## src/include/msf_map.vh

```
// register offsets, field positions and reset values of the motion status flag unit
`ifndef MSF_MAP_VH
`define MSF_MAP_VH
`define MSF_ADR_FLAGS 6'h00
`define MSF_ADR_IRQ_STAT 6'h04
`define MSF_ADR_IRQ_MASK 6'h08
`define MSF_ADR_WDT_CAUSE 6'h0c
`define MSF_ADR_TRQ_INFO0 6'h10
`define MSF_ADR_TRQ_INFO1 6'h14
`define MSF_ADR_HW_INFO0 6'h18
`define MSF_ADR_HW_INFO1 6'h1c
`define MSF_ADR_HW_INFO2 6'h20
`define MSF_ADR_CTRL 6'h24
`define MSF_ADR_STOP_TIME 6'h28
`define MSF_ADR_FEED 6'h2c
`define MSF_BIT_WDT 0
`define MSF_BIT_READY 1
`define MSF_BIT_TEST_ON 2
`define MSF_BIT_FSTOP 3
`define MSF_BIT_HW_ERR 4
`define MSF_BIT_TRQ_ERR 5
`define MSF_BIT_SPROG_ERR 6
`define MSF_BIT_SERVO_ERR 7
`define MSF_CTRL_READY_CMD 0
`define MSF_CTRL_CLR_WDT 1
`define MSF_CTRL_CLR_TRQ 2
`define MSF_CTRL_CLR_HW 3
`define MSF_CTRL_CLR_SERVO 4
`define MSF_RST_STOP_TIME 32'h000003e8
`define MSF_MAIN_CYCLE_NS 3500000
`define MSF_CLK_NS 20
`endif

```

## src/design/msf_status_unit.v

```verilog
// motion status flag unit: status flags, error latches and forced stop handling
`timescale 1ns/1ns
`default_nettype none
`include "msf_map.vh"
module msf_status_unit #(
  parameter MAIN_DIV = `MSF_MAIN_CYCLE_NS / `MSF_CLK_NS,
  parameter DW = 16
) (
  input wire clk_i,
  input wire rst_i,
  input wire wb_cyc_i,
  input wire wb_stb_i,
  input wire wb_we_i,
  input wire [5:0] wb_adr_i,
  input wire [3:0] wb_sel_i,
  input wire [31:0] wb_dat_i,
  output reg [31:0] wb_dat_o,
  output wire wb_ack_o,
  output wire irq_o,
  input wire wdt_error_i,
  input wire [DW-1:0] wdt_cause_i,
  input wire check_done_i,
  input wire check_ok_i,
  output reg check_start_o,
  output reg servo_param_write_o,
  output reg mcode_clear_o,
  input wire test_mode_i,
  input wire test_req_i,
  input wire test_req_fail_i,
  input wire [2*DW-1:0] test_err_info_i,
  input wire handwheel_err_i,
  input wire [3*DW-1:0] handwheel_err_info_i,
  input wire sprog_invalid_i,
  input wire forced_stop_pin_i,
  input wire positioning_i,
  input wire [31:0] feed_cmd_i,
  output reg [31:0] feed_value_o,
  output reg axes_stop_o,
  output reg all_axes_servo_on_command_o
);
  // ----------------------------------------
  // synchronisers for pin inputs
  // ----------------------------------------
  reg fstop_s1_r, fstop_s2_r, wdt_s1_r, wdt_s2_r;
  // two flops per asynchronous input
  always @(posedge clk_i) begin
    if (rst_i) begin
      fstop_s1_r <= 1'b0;
      fstop_s2_r <= 1'b0;
      wdt_s1_r <= 1'b0;
      wdt_s2_r <= 1'b0;
    end else begin
      fstop_s1_r <= forced_stop_pin_i;
      fstop_s2_r <= fstop_s1_r;
      wdt_s1_r <= wdt_error_i;
      wdt_s2_r <= wdt_s1_r;
    end
  end

  // ----------------------------------------
  // wishbone slave
  // ----------------------------------------
  reg ack_r;
  reg [31:0] ctrl_r, stop_time_r;
  reg [7:0] irq_stat_r, irq_mask_r, flags_r;
  wire acc = wb_cyc_i & wb_stb_i & ~ack_r;
  wire wr = acc & wb_we_i;
  wire wr_ctrl = wr & (wb_adr_i == `MSF_ADR_CTRL) & wb_sel_i[0];
  wire clr_wdt = wr_ctrl & wb_dat_i[`MSF_CTRL_CLR_WDT];
  wire clr_trq = wr_ctrl & wb_dat_i[`MSF_CTRL_CLR_TRQ];
  wire clr_hw = wr_ctrl & wb_dat_i[`MSF_CTRL_CLR_HW];
  wire clr_servo = wr_ctrl & wb_dat_i[`MSF_CTRL_CLR_SERVO];
  wire host_ready_command = ctrl_r[`MSF_CTRL_READY_CMD];
  assign wb_ack_o = ack_r;
  assign irq_o = |(irq_stat_r & irq_mask_r);

  // ack one cycle after request, writes of control, mask, stop time
  always @(posedge clk_i) begin
    if (rst_i) begin
      ack_r <= 1'b0;
      ctrl_r <= 32'h00000000;
      irq_mask_r <= 8'h00;
      stop_time_r <= `MSF_RST_STOP_TIME;
    end else begin
      ack_r <= acc;
      if (wr_ctrl)
        ctrl_r <= {31'h00000000, wb_dat_i[`MSF_CTRL_READY_CMD]}; // clear bits self-clear
      if (wr & (wb_adr_i == `MSF_ADR_IRQ_MASK) & wb_sel_i[0])
        irq_mask_r <= wb_dat_i[7:0];
      if (wr & (wb_adr_i == `MSF_ADR_STOP_TIME))
        stop_time_r <= wb_dat_i;
    end
  end

  // ----------------------------------------
  // main cycle divider
  // ----------------------------------------
  reg [31:0] div_r;
  wire main_tick = (div_r == MAIN_DIV - 1);
  always @(posedge clk_i) begin
    if (rst_i)
      div_r <= 32'h00000000;
    else
      div_r <= main_tick ? 32'h00000000 : div_r + 32'h00000001;
  end

  // ----------------------------------------
  // error flags and latched information
  // ----------------------------------------
  reg wdt_flag_r, trq_flag_r, hw_flag_r, servo_err_r;
  reg [DW-1:0] wdt_cause_r;
  reg [2*DW-1:0] trq_info_r;
  reg [3*DW-1:0] hw_info_r;
  wire trq_event = test_req_i & (test_mode_i | test_req_fail_i);
  wire servo_err_event;
  // set wins over clear; info latched only on the setting edge
  always @(posedge clk_i) begin
    if (rst_i) begin
      wdt_flag_r <= 1'b0;
      trq_flag_r <= 1'b0;
      hw_flag_r <= 1'b0;
      servo_err_r <= 1'b0;
      wdt_cause_r <= {DW{1'b0}};
      trq_info_r <= {2*DW{1'b0}};
      hw_info_r <= {3*DW{1'b0}};
    end else begin
      if (wdt_s2_r)
        wdt_flag_r <= 1'b1;
      else if (clr_wdt)
        wdt_flag_r <= 1'b0;
      if (wdt_s2_r & ~wdt_flag_r)
        wdt_cause_r <= wdt_cause_i;
      if (trq_event)
        trq_flag_r <= 1'b1;
      else if (clr_trq)
        trq_flag_r <= 1'b0;
      if (trq_event & ~trq_flag_r)
        trq_info_r <= test_err_info_i;
      if (handwheel_err_i)
        hw_flag_r <= 1'b1;
      else if (clr_hw)
        hw_flag_r <= 1'b0;
      if (handwheel_err_i & ~hw_flag_r)
        hw_info_r <= handwheel_err_info_i;
      if (servo_err_event)
        servo_err_r <= 1'b1;
      else if (clr_servo)
        servo_err_r <= 1'b0;
    end
  end

  // ----------------------------------------
  // ready sequence
  // ----------------------------------------
  localparam RS_IDLE = 2'd0;
  localparam RS_CHECK = 2'd1;
  localparam RS_READY = 2'd2;
  reg [1:0] rs_r;
  reg ready_cmd_d_r, ready_r;
  // off-to-on of ready command starts checks
  always @(posedge clk_i) begin
    if (rst_i) begin
      rs_r <= RS_IDLE;
      ready_cmd_d_r <= 1'b0;
      ready_r <= 1'b0;
      check_start_o <= 1'b0;
      servo_param_write_o <= 1'b0;
      mcode_clear_o <= 1'b0;
    end else begin
      ready_cmd_d_r <= host_ready_command;
      check_start_o <= 1'b0;
      servo_param_write_o <= 1'b0;
      mcode_clear_o <= 1'b0;
      if (!host_ready_command) begin
        rs_r <= RS_IDLE;
        ready_r <= 1'b0;
      end else begin
        case (rs_r)
          RS_IDLE: begin
            if (!ready_cmd_d_r) begin
              rs_r <= RS_CHECK;
              check_start_o <= 1'b1;
            end
          end
          RS_CHECK: begin
            if (check_done_i) begin
              if (check_ok_i) begin
                rs_r <= RS_READY;
                ready_r <= 1'b1;
                servo_param_write_o <= 1'b1;
                mcode_clear_o <= 1'b1;
              end else begin
                rs_r <= RS_READY; // wait for command off
              end
            end
          end
          RS_READY: rs_r <= RS_READY;
          default: rs_r <= RS_IDLE;
        endcase
      end
    end
  end

  // ----------------------------------------
  // forced stop handling
  // ----------------------------------------
  localparam FS_RUN = 2'd0;
  localparam FS_DECEL = 2'd1;
  localparam FS_HELD = 2'd2;
  reg [1:0] fs_r;
  reg [31:0] fs_cnt_r, feed_cap_r;
  assign servo_err_event = (fs_r == FS_DECEL) & ~fstop_s2_r;
  // feed advances during decel, restored after stop time
  always @(posedge clk_i) begin
    if (rst_i) begin
      fs_r <= FS_RUN;
      fs_cnt_r <= 32'h00000000;
      feed_cap_r <= 32'h00000000;
      feed_value_o <= 32'h00000000;
      axes_stop_o <= 1'b0;
      all_axes_servo_on_command_o <= 1'b0;
    end else begin
      axes_stop_o <= wdt_flag_r | wdt_s2_r;
      case (fs_r)
        FS_RUN: begin
          all_axes_servo_on_command_o <= 1'b1;
          if (!wdt_s2_r)
            feed_value_o <= feed_cmd_i; // immediate stop freezes feed
          if (fstop_s2_r & positioning_i) begin
            fs_r <= FS_DECEL;
            feed_cap_r <= feed_value_o;
            fs_cnt_r <= 32'h00000000;
            all_axes_servo_on_command_o <= 1'b0;
          end
        end
        FS_DECEL: begin
          all_axes_servo_on_command_o <= 1'b0;
          feed_value_o <= feed_cmd_i;
          fs_cnt_r <= fs_cnt_r + 32'h00000001;
          if (!fstop_s2_r)
            fs_r <= FS_RUN;
          else if (fs_cnt_r >= stop_time_r) begin
            feed_value_o <= feed_cap_r;
            fs_r <= FS_HELD;
          end
        end
        FS_HELD: begin
          all_axes_servo_on_command_o <= 1'b0;
          if (!fstop_s2_r)
            fs_r <= FS_RUN;
        end
        default: fs_r <= FS_RUN;
      endcase
    end
  end

  // ----------------------------------------
  // flag refresh once per main cycle, irq status every clock
  // ----------------------------------------
  wire [7:0] flags_live;
  assign flags_live[`MSF_BIT_WDT] = wdt_flag_r;
  assign flags_live[`MSF_BIT_READY] = ready_r;
  assign flags_live[`MSF_BIT_TEST_ON] = test_mode_i;
  assign flags_live[`MSF_BIT_FSTOP] = fstop_s2_r;
  assign flags_live[`MSF_BIT_HW_ERR] = hw_flag_r;
  assign flags_live[`MSF_BIT_TRQ_ERR] = trq_flag_r;
  assign flags_live[`MSF_BIT_SPROG_ERR] = sprog_invalid_i;
  assign flags_live[`MSF_BIT_SERVO_ERR] = servo_err_r;
  wire [7:0] ev_set = {servo_err_event, 1'b0, trq_event, handwheel_err_i, 1'b0,
    1'b0, 1'b0, wdt_s2_r};
  wire wr_stat = wr & (wb_adr_i == `MSF_ADR_IRQ_STAT) & wb_sel_i[0];
  // snapshot on tick, sticky irq status with write-one-to-clear
  always @(posedge clk_i) begin
    if (rst_i) begin
      flags_r <= 8'h00;
      irq_stat_r <= 8'h00;
    end else begin
      if (main_tick)
        flags_r <= flags_live;
      irq_stat_r <= ev_set | (irq_stat_r & ~(wr_stat ? wb_dat_i[7:0] : 8'h00));
    end
  end

  // ----------------------------------------
  // read mux
  // ----------------------------------------
  always @(posedge clk_i) begin
    if (rst_i)
      wb_dat_o <= 32'h00000000;
    else if (acc & ~wb_we_i) begin
      case (wb_adr_i)
        `MSF_ADR_FLAGS: wb_dat_o <= {24'h000000, flags_r};
        `MSF_ADR_IRQ_STAT: wb_dat_o <= {24'h000000, irq_stat_r};
        `MSF_ADR_IRQ_MASK: wb_dat_o <= {24'h000000, irq_mask_r};
        `MSF_ADR_WDT_CAUSE: wb_dat_o <= {{(32-DW){1'b0}}, wdt_cause_r};
        `MSF_ADR_TRQ_INFO0: wb_dat_o <= {{(32-DW){1'b0}}, trq_info_r[DW-1:0]};
        `MSF_ADR_TRQ_INFO1: wb_dat_o <= {{(32-DW){1'b0}}, trq_info_r[2*DW-1:DW]};
        `MSF_ADR_HW_INFO0: wb_dat_o <= {{(32-DW){1'b0}}, hw_info_r[DW-1:0]};
        `MSF_ADR_HW_INFO1: wb_dat_o <= {{(32-DW){1'b0}}, hw_info_r[2*DW-1:DW]};
        `MSF_ADR_HW_INFO2: wb_dat_o <= {{(32-DW){1'b0}}, hw_info_r[3*DW-1:2*DW]};
        `MSF_ADR_CTRL: wb_dat_o <= ctrl_r;
        `MSF_ADR_STOP_TIME: wb_dat_o <= stop_time_r;
        `MSF_ADR_FEED: wb_dat_o <= feed_value_o;
        default: wb_dat_o <= 32'h00000000;
      endcase
    end
  end
endmodule
`default_nettype wire

```

## config.mk

```make
export PLATFORM = sky130hd
export DESIGN_NAME = msf_status_unit
export DESIGN_NICKNAME = d
export VERILOG_FILES = /design/src/design/msf_status_unit.v
export VERILOG_INCLUDE_DIRS = /design/src /design/src/include
export SDC_FILE = /design/constraint.sdc
export NUM_CORES = 1
export LEC_CHECK = 0
export BUFFER_PORTS_ARGS = -buffer_cell sky130_fd_sc_hd__buf_2
export CAP_MARGIN = 15
export CORE_ASPECT_RATIO = 1.1
export CORE_MARGIN = 2
export CORE_UTILIZATION = 40
export DETAILED_ROUTE_END_ITERATION = 10
export PLACE_DENSITY = 0.66
export SETUP_SLACK_MARGIN = 0.3
export SLEW_MARGIN = 20
export SYNTH_ARGS = -nofsm -noshare
export SYNTH_HDL_FRONTEND = slang
export SYNTH_SLANG_ARGS = --single-unit
```

## constraint.sdc

```tcl
create_clock -name clk_i -period 3.1 [get_ports clk_i]
set_input_delay 0.775 -clock clk_i [delete_from_list [all_inputs] [get_ports clk_i]]
set_output_delay 0.775 -clock clk_i [all_outputs]
set_load 0.02 [all_outputs]
```

==> results_tabular.tex <==
\begin{tabular}{lr}
\hline
Metric & Value \\
\hline
\multicolumn{2}{l}{\textbf{Status}} \\
Status & completed \\
\multicolumn{2}{l}{\textbf{Clocking}} \\
Clock input transition at the sequential cells of the worst setup and hold paths & 60 ps \\
Number of buffers created by CTS & 36 \\
Cell at the root of the clock tree & sky130\_fd\_sc\_hd\_\_clkbuf\_16 \\
Clock sinks & 332 \\
Clock latency of the later-clocked register in the worst-skew pair & 510 ps \\
Maximum level of the CTS H-tree & 2 \\
Hold Buf Count CTS & 0 \\
Post-CTS setup-driven buffer insertion count & 0 \\
Clock buffer depth & 3 \\
Cells resized by post-CTS repair & 0 \\
TritonCTS clock tree & done \\
\multicolumn{2}{l}{\textbf{Synthesis}} \\
Cells after Synth & 1723 \\
Most instantiated cells after synthesis & 378 x sky130\_fd\_sc\_hd\_\_nand2\_1, 332 x sky130\_fd\_sc\_hd\_\_dfxtp\_1, 227 x sky130\_fd\_sc\_hd\_\_a21oi\_1 \\
Avg Synthesized Cell Area & 8.34 um2 \\
Number of enable-type register cells in the synthesized netlist & 0 \\
Post-synthesis async set-or-reset flop share & 0 \\
Post-synthesis cell type with the largest combined area & sky130\_fd\_sc\_hd\_\_dfxtp\_1 \\
Cell types occupying the most area after synthesis & sky130\_fd\_sc\_hd\_\_dfxtp\_1 46\%, sky130\_fd\_sc\_hd\_\_nand2\_1 9.9\%, sky130\_fd\_sc\_hd\_\_a21oi\_1 7.9\% \\
Flops \& latches, synth & 332 \\
Post-synthesis cell type count & 65 \\
Portion of synthesized cell area occupied by the leading cell type & 0.463 \\
Post-synthesis cell area & 14400 um2 \\
Sequential fraction of the synthesis area & 0.463 \\
Number of nets produced by synthesis & 1949 \\
Post-synth top flop & sky130\_fd\_sc\_hd\_\_dfxtp\_1 \\
YS warnings & 0 \\
Most frequent cell after synthesis & sky130\_fd\_sc\_hd\_\_nand2\_1 \\
\multicolumn{2}{l}{\textbf{Power}} \\
VDD IR-drop max & 330 uV \\
Total power divided by cell area & 579 nW/um2 \\
Leakage & 6.95 nW \\
\multicolumn{2}{l}{\textbf{GRT}} \\
Number of global-route vias before repair & 12251 \\
Global-route wire length before repair & 66.9 mm \\
All-layer global routing usage & 0.227 \\
Largest net degree at the start of global routing & 108 \\
Sum of overflow across all layers after global routing & 0 \\
Antenna violations before repair & 9 \\
\multicolumn{2}{l}{\textbf{Timing}} \\
Final Hold Viols & 0 \\
RSZ-0062 raised after global routing & false \\
Setup clock skew after layout & 9.41 ps \\
Fraction of the cycle the final worst path needs & 0.842 \\
Total Neg Setup Slack & 0 ps \\
Min Tclk post-route & 2610 ps \\
Worst slew margin relative to its limit & 0.315 \\
Number of setup violations in the final report & 0 \\
Slew @ Worst Pin & 1030 ps \\
Maximum operating frequency & 383 MHz \\
Final count of pins violating max slew & 0 \\
\multicolumn{2}{l}{\textbf{Layout}} \\
Non-filler instance count after layout & 2451 \\
Filler Cells Inserted & 3483 \\
Fraction of final layout cells with drive strength greater than 1 & 0.195 \\
Area added between synthesis and finish & 20.9\% \\
\# nets final & 2169 \\
\multicolumn{2}{l}{\textbf{Floorplan}} \\
Effective utilization at floorplan & 0.407 \\
Die Span X & 185 um \\
Chip height & 203 um \\
Die ar. & 37400 um2 \\
Number of rows in the core area & 72 \\
Area of the core & 35300 um2 \\
\# IOs & 256 \\
\multicolumn{2}{l}{\textbf{Setup path}} \\
Worst reg2reg path endpoint & feed\_value\_o[8] \\
Crit end category & flip-flop \\
Logic depth of the worst register-to-register path & 10 \\
Worst setup SP type & flip-flop \\
R2r setup slk & 490 ps \\
Required @ worst endpoint & 3510 ps \\
Origin of the critical flop-to-flop path & stop\_time\_r[31] \\
Data arrival time of the worst path & 3020 ps \\
Largest fanout on the critical path & 32 \\
Critical path class & reg -> reg \\
\multicolumn{2}{l}{\textbf{Placement}} \\
Inst Count DP & 2386 \\
HPWL after detailed placement & 32.0 mm \\
GP Congestion & 0.878 \\
Total of buffers placed on input and output ports & 252 \\
\multicolumn{2}{l}{\textbf{Min path}} \\
Hold path endpoint & check\_start\_o \\
Hold Path Depth & 1 \\
Type of the tightest min-delay check & reg -> reg \\
Hold wc startpoint & ready\_cmd\_d\_r \\
\multicolumn{2}{l}{\textbf{Job}} \\
Max\_cap viols & 0 \\
\multicolumn{2}{l}{\textbf{Drt}} \\
Routed WL per cell & 17.9 um \\
Remaining number of nets flagged by the antenna check after routing & 0 \\
DRC marker count from the first detailed-route iteration & 959 \\
Total Routed Length & 43.9 mm \\
DRC & 0 \\
Vias & 13029 \\
Via/cell ratio & 5.32 \\
1st-pass router iterations & 7 \\
\hline
\end{tabular}
sequential cells by signal, summed over array words and instances (netlist names), 8 cells and up:
| signal | count |
|---|---|
| trq_info_r | 32 |
| wb_dat_o | 32 |
| irq_stat_r | 8 |
| wdt_cause_r | 16 |
| div_r | 32 |
| flags_r | 8 |
| feed_value_o | 32 |
| hw_info_r | 48 |
| fs_cnt_r | 32 |
| irq_mask_r | 8 |
| feed_cap_r | 32 |
| stop_time_r | 32 |
worst max-delay path: stages, from the launching register on:
cell                       delay, ps
sky130_fd_sc_hd__dfxtp_1         410
sky130_fd_sc_hd__inv_1            70
sky130_fd_sc_hd__ha_1            320
sky130_fd_sc_hd__nand4_1         180
sky130_fd_sc_hd__nor4_2          390
sky130_fd_sc_hd__nand2_1         170
sky130_fd_sc_hd__a31oi_4         230
sky130_fd_sc_hd__o211ai_4        110
sky130_fd_sc_hd__buf_12          210
sky130_fd_sc_hd__mux2i_1         150
sky130_fd_sc_hd__a211oi_1        260
stage by stage:
stage,instance area [um2],util,power [W],setup slack (ps),hold WS (ps)
after global routing,17400,0.492,0.0104,302,467
after CTS,17400,0.492,0.0101,348,445
after detailed placement,16100,0.457,0.00574,370,436
after global placement,16100,0.456,0.00568,423,424
after floorplan,14400,-,0.00525,792,399
final,17400,0.492,0.0101,491,437
worst max path at each step:
| stage | startpoint | to | slack (ps) |
|---|---|---|---|
| 6_report | stop_time_r[31] | feed_value_o[8] | 490 |
| 5_1_grt | stop_time_r[31] | feed_value_o[2] | 300 |
| 4_1_cts | stop_time_r[31] | feed_value_o[2] | 350 |
| 3_5_place_dp | stop_time_r[31] | feed_value_o[8] | 370 |
| 3_3_place_gp | wb_adr_i[2] | wb_dat_o[12] | 420 |
| 2_1_floorplan | wb_adr_i[5] | wb_dat_o[2] | 790 |
where the power goes:
group | internal (W) | total [W] | switching, W | leakage, nW
Sequential | 0.00446 | 0.00466 | 0.000200 | 2.70
Combinational | 0.000355 | 0.000992 | 0.000637 | 3.65
Clock | 0.00271 | 0.00441 | 0.00169 | 0.604
cell type report:
type,count,area [um2],share of cell area
multi-input cells,1237,7120,0.410
repair buffers,290,1600,0.0921
diodes,3,7.51,0.000432
clock buffers,55,1110,0.0641
well taps,481,602,0.0346
clock inverters,7,113,0.00648
flip-flops and latches,332,6650,0.383
inverters,46,173,0.00994
cell usage in the layout, fill, tap and decap left out, types with 5 or more instances in the layout:
master                      count
sky130_fd_sc_hd__nor2_1       173
sky130_fd_sc_hd__and3_1        13
sky130_fd_sc_hd__nand4_1       20
sky130_fd_sc_hd__clkbuf_8      13
sky130_fd_sc_hd__o21ai_0       13
sky130_fd_sc_hd__nand2_1      378
sky130_fd_sc_hd__nor2_2         7
sky130_fd_sc_hd__xnor2_1       14
sky130_fd_sc_hd__a22o_1        17
sky130_fd_sc_hd__ha_1          40
sky130_fd_sc_hd__a211oi_1      36
sky130_fd_sc_hd__xor2_1        38
sky130_fd_sc_hd__a221oi_1      16
sky130_fd_sc_hd__or3_1          8
sky130_fd_sc_hd__nand2b_1      11
sky130_fd_sc_hd__buf_4         35
sky130_fd_sc_hd__a31oi_1       14
sky130_fd_sc_hd__inv_1         46
sky130_fd_sc_hd__a211o_1        6
sky130_fd_sc_hd__clkbuf_1       6
sky130_fd_sc_hd__clkbuf_16     37
sky130_fd_sc_hd__mux4_2         5
sky130_fd_sc_hd__nor3_1         7
sky130_fd_sc_hd__nor2b_1        8
sky130_fd_sc_hd__a21oi_1      227
sky130_fd_sc_hd__dfxtp_1      332
sky130_fd_sc_hd__a22oi_1       45
sky130_fd_sc_hd__nand3_1       30
sky130_fd_sc_hd__a222oi_1       8
sky130_fd_sc_hd__nor3_2         5
sky130_fd_sc_hd__and4_1         6
sky130_fd_sc_hd__buf_2        251
sky130_fd_sc_hd__mux2i_1       44
per-layer routing:
layer,vias to the layer above,GRT usage,part of all wire
li1,6379,-,-
met4,10,0.0964,0.043
met5,-,0,0.0017
met3,100,0.0454,0.071
met2,467,0.381,0.47
met1,6073,0.283,0.41
cell families (layout without fill, tap and decap cells):
logic type,count (synthesis),after routing,synth area share
buf+inv,154,398,0.0457
flops,332,332,0.463
simple gates,692,692,0.208
mux,50,50,0.0393
compound gates,402,402,0.177
fa+ha+maj,41,41,0.0357
other cells,0,3,0
xor+xnor,52,52,0.0317
(Power assumes the default switching activity.)
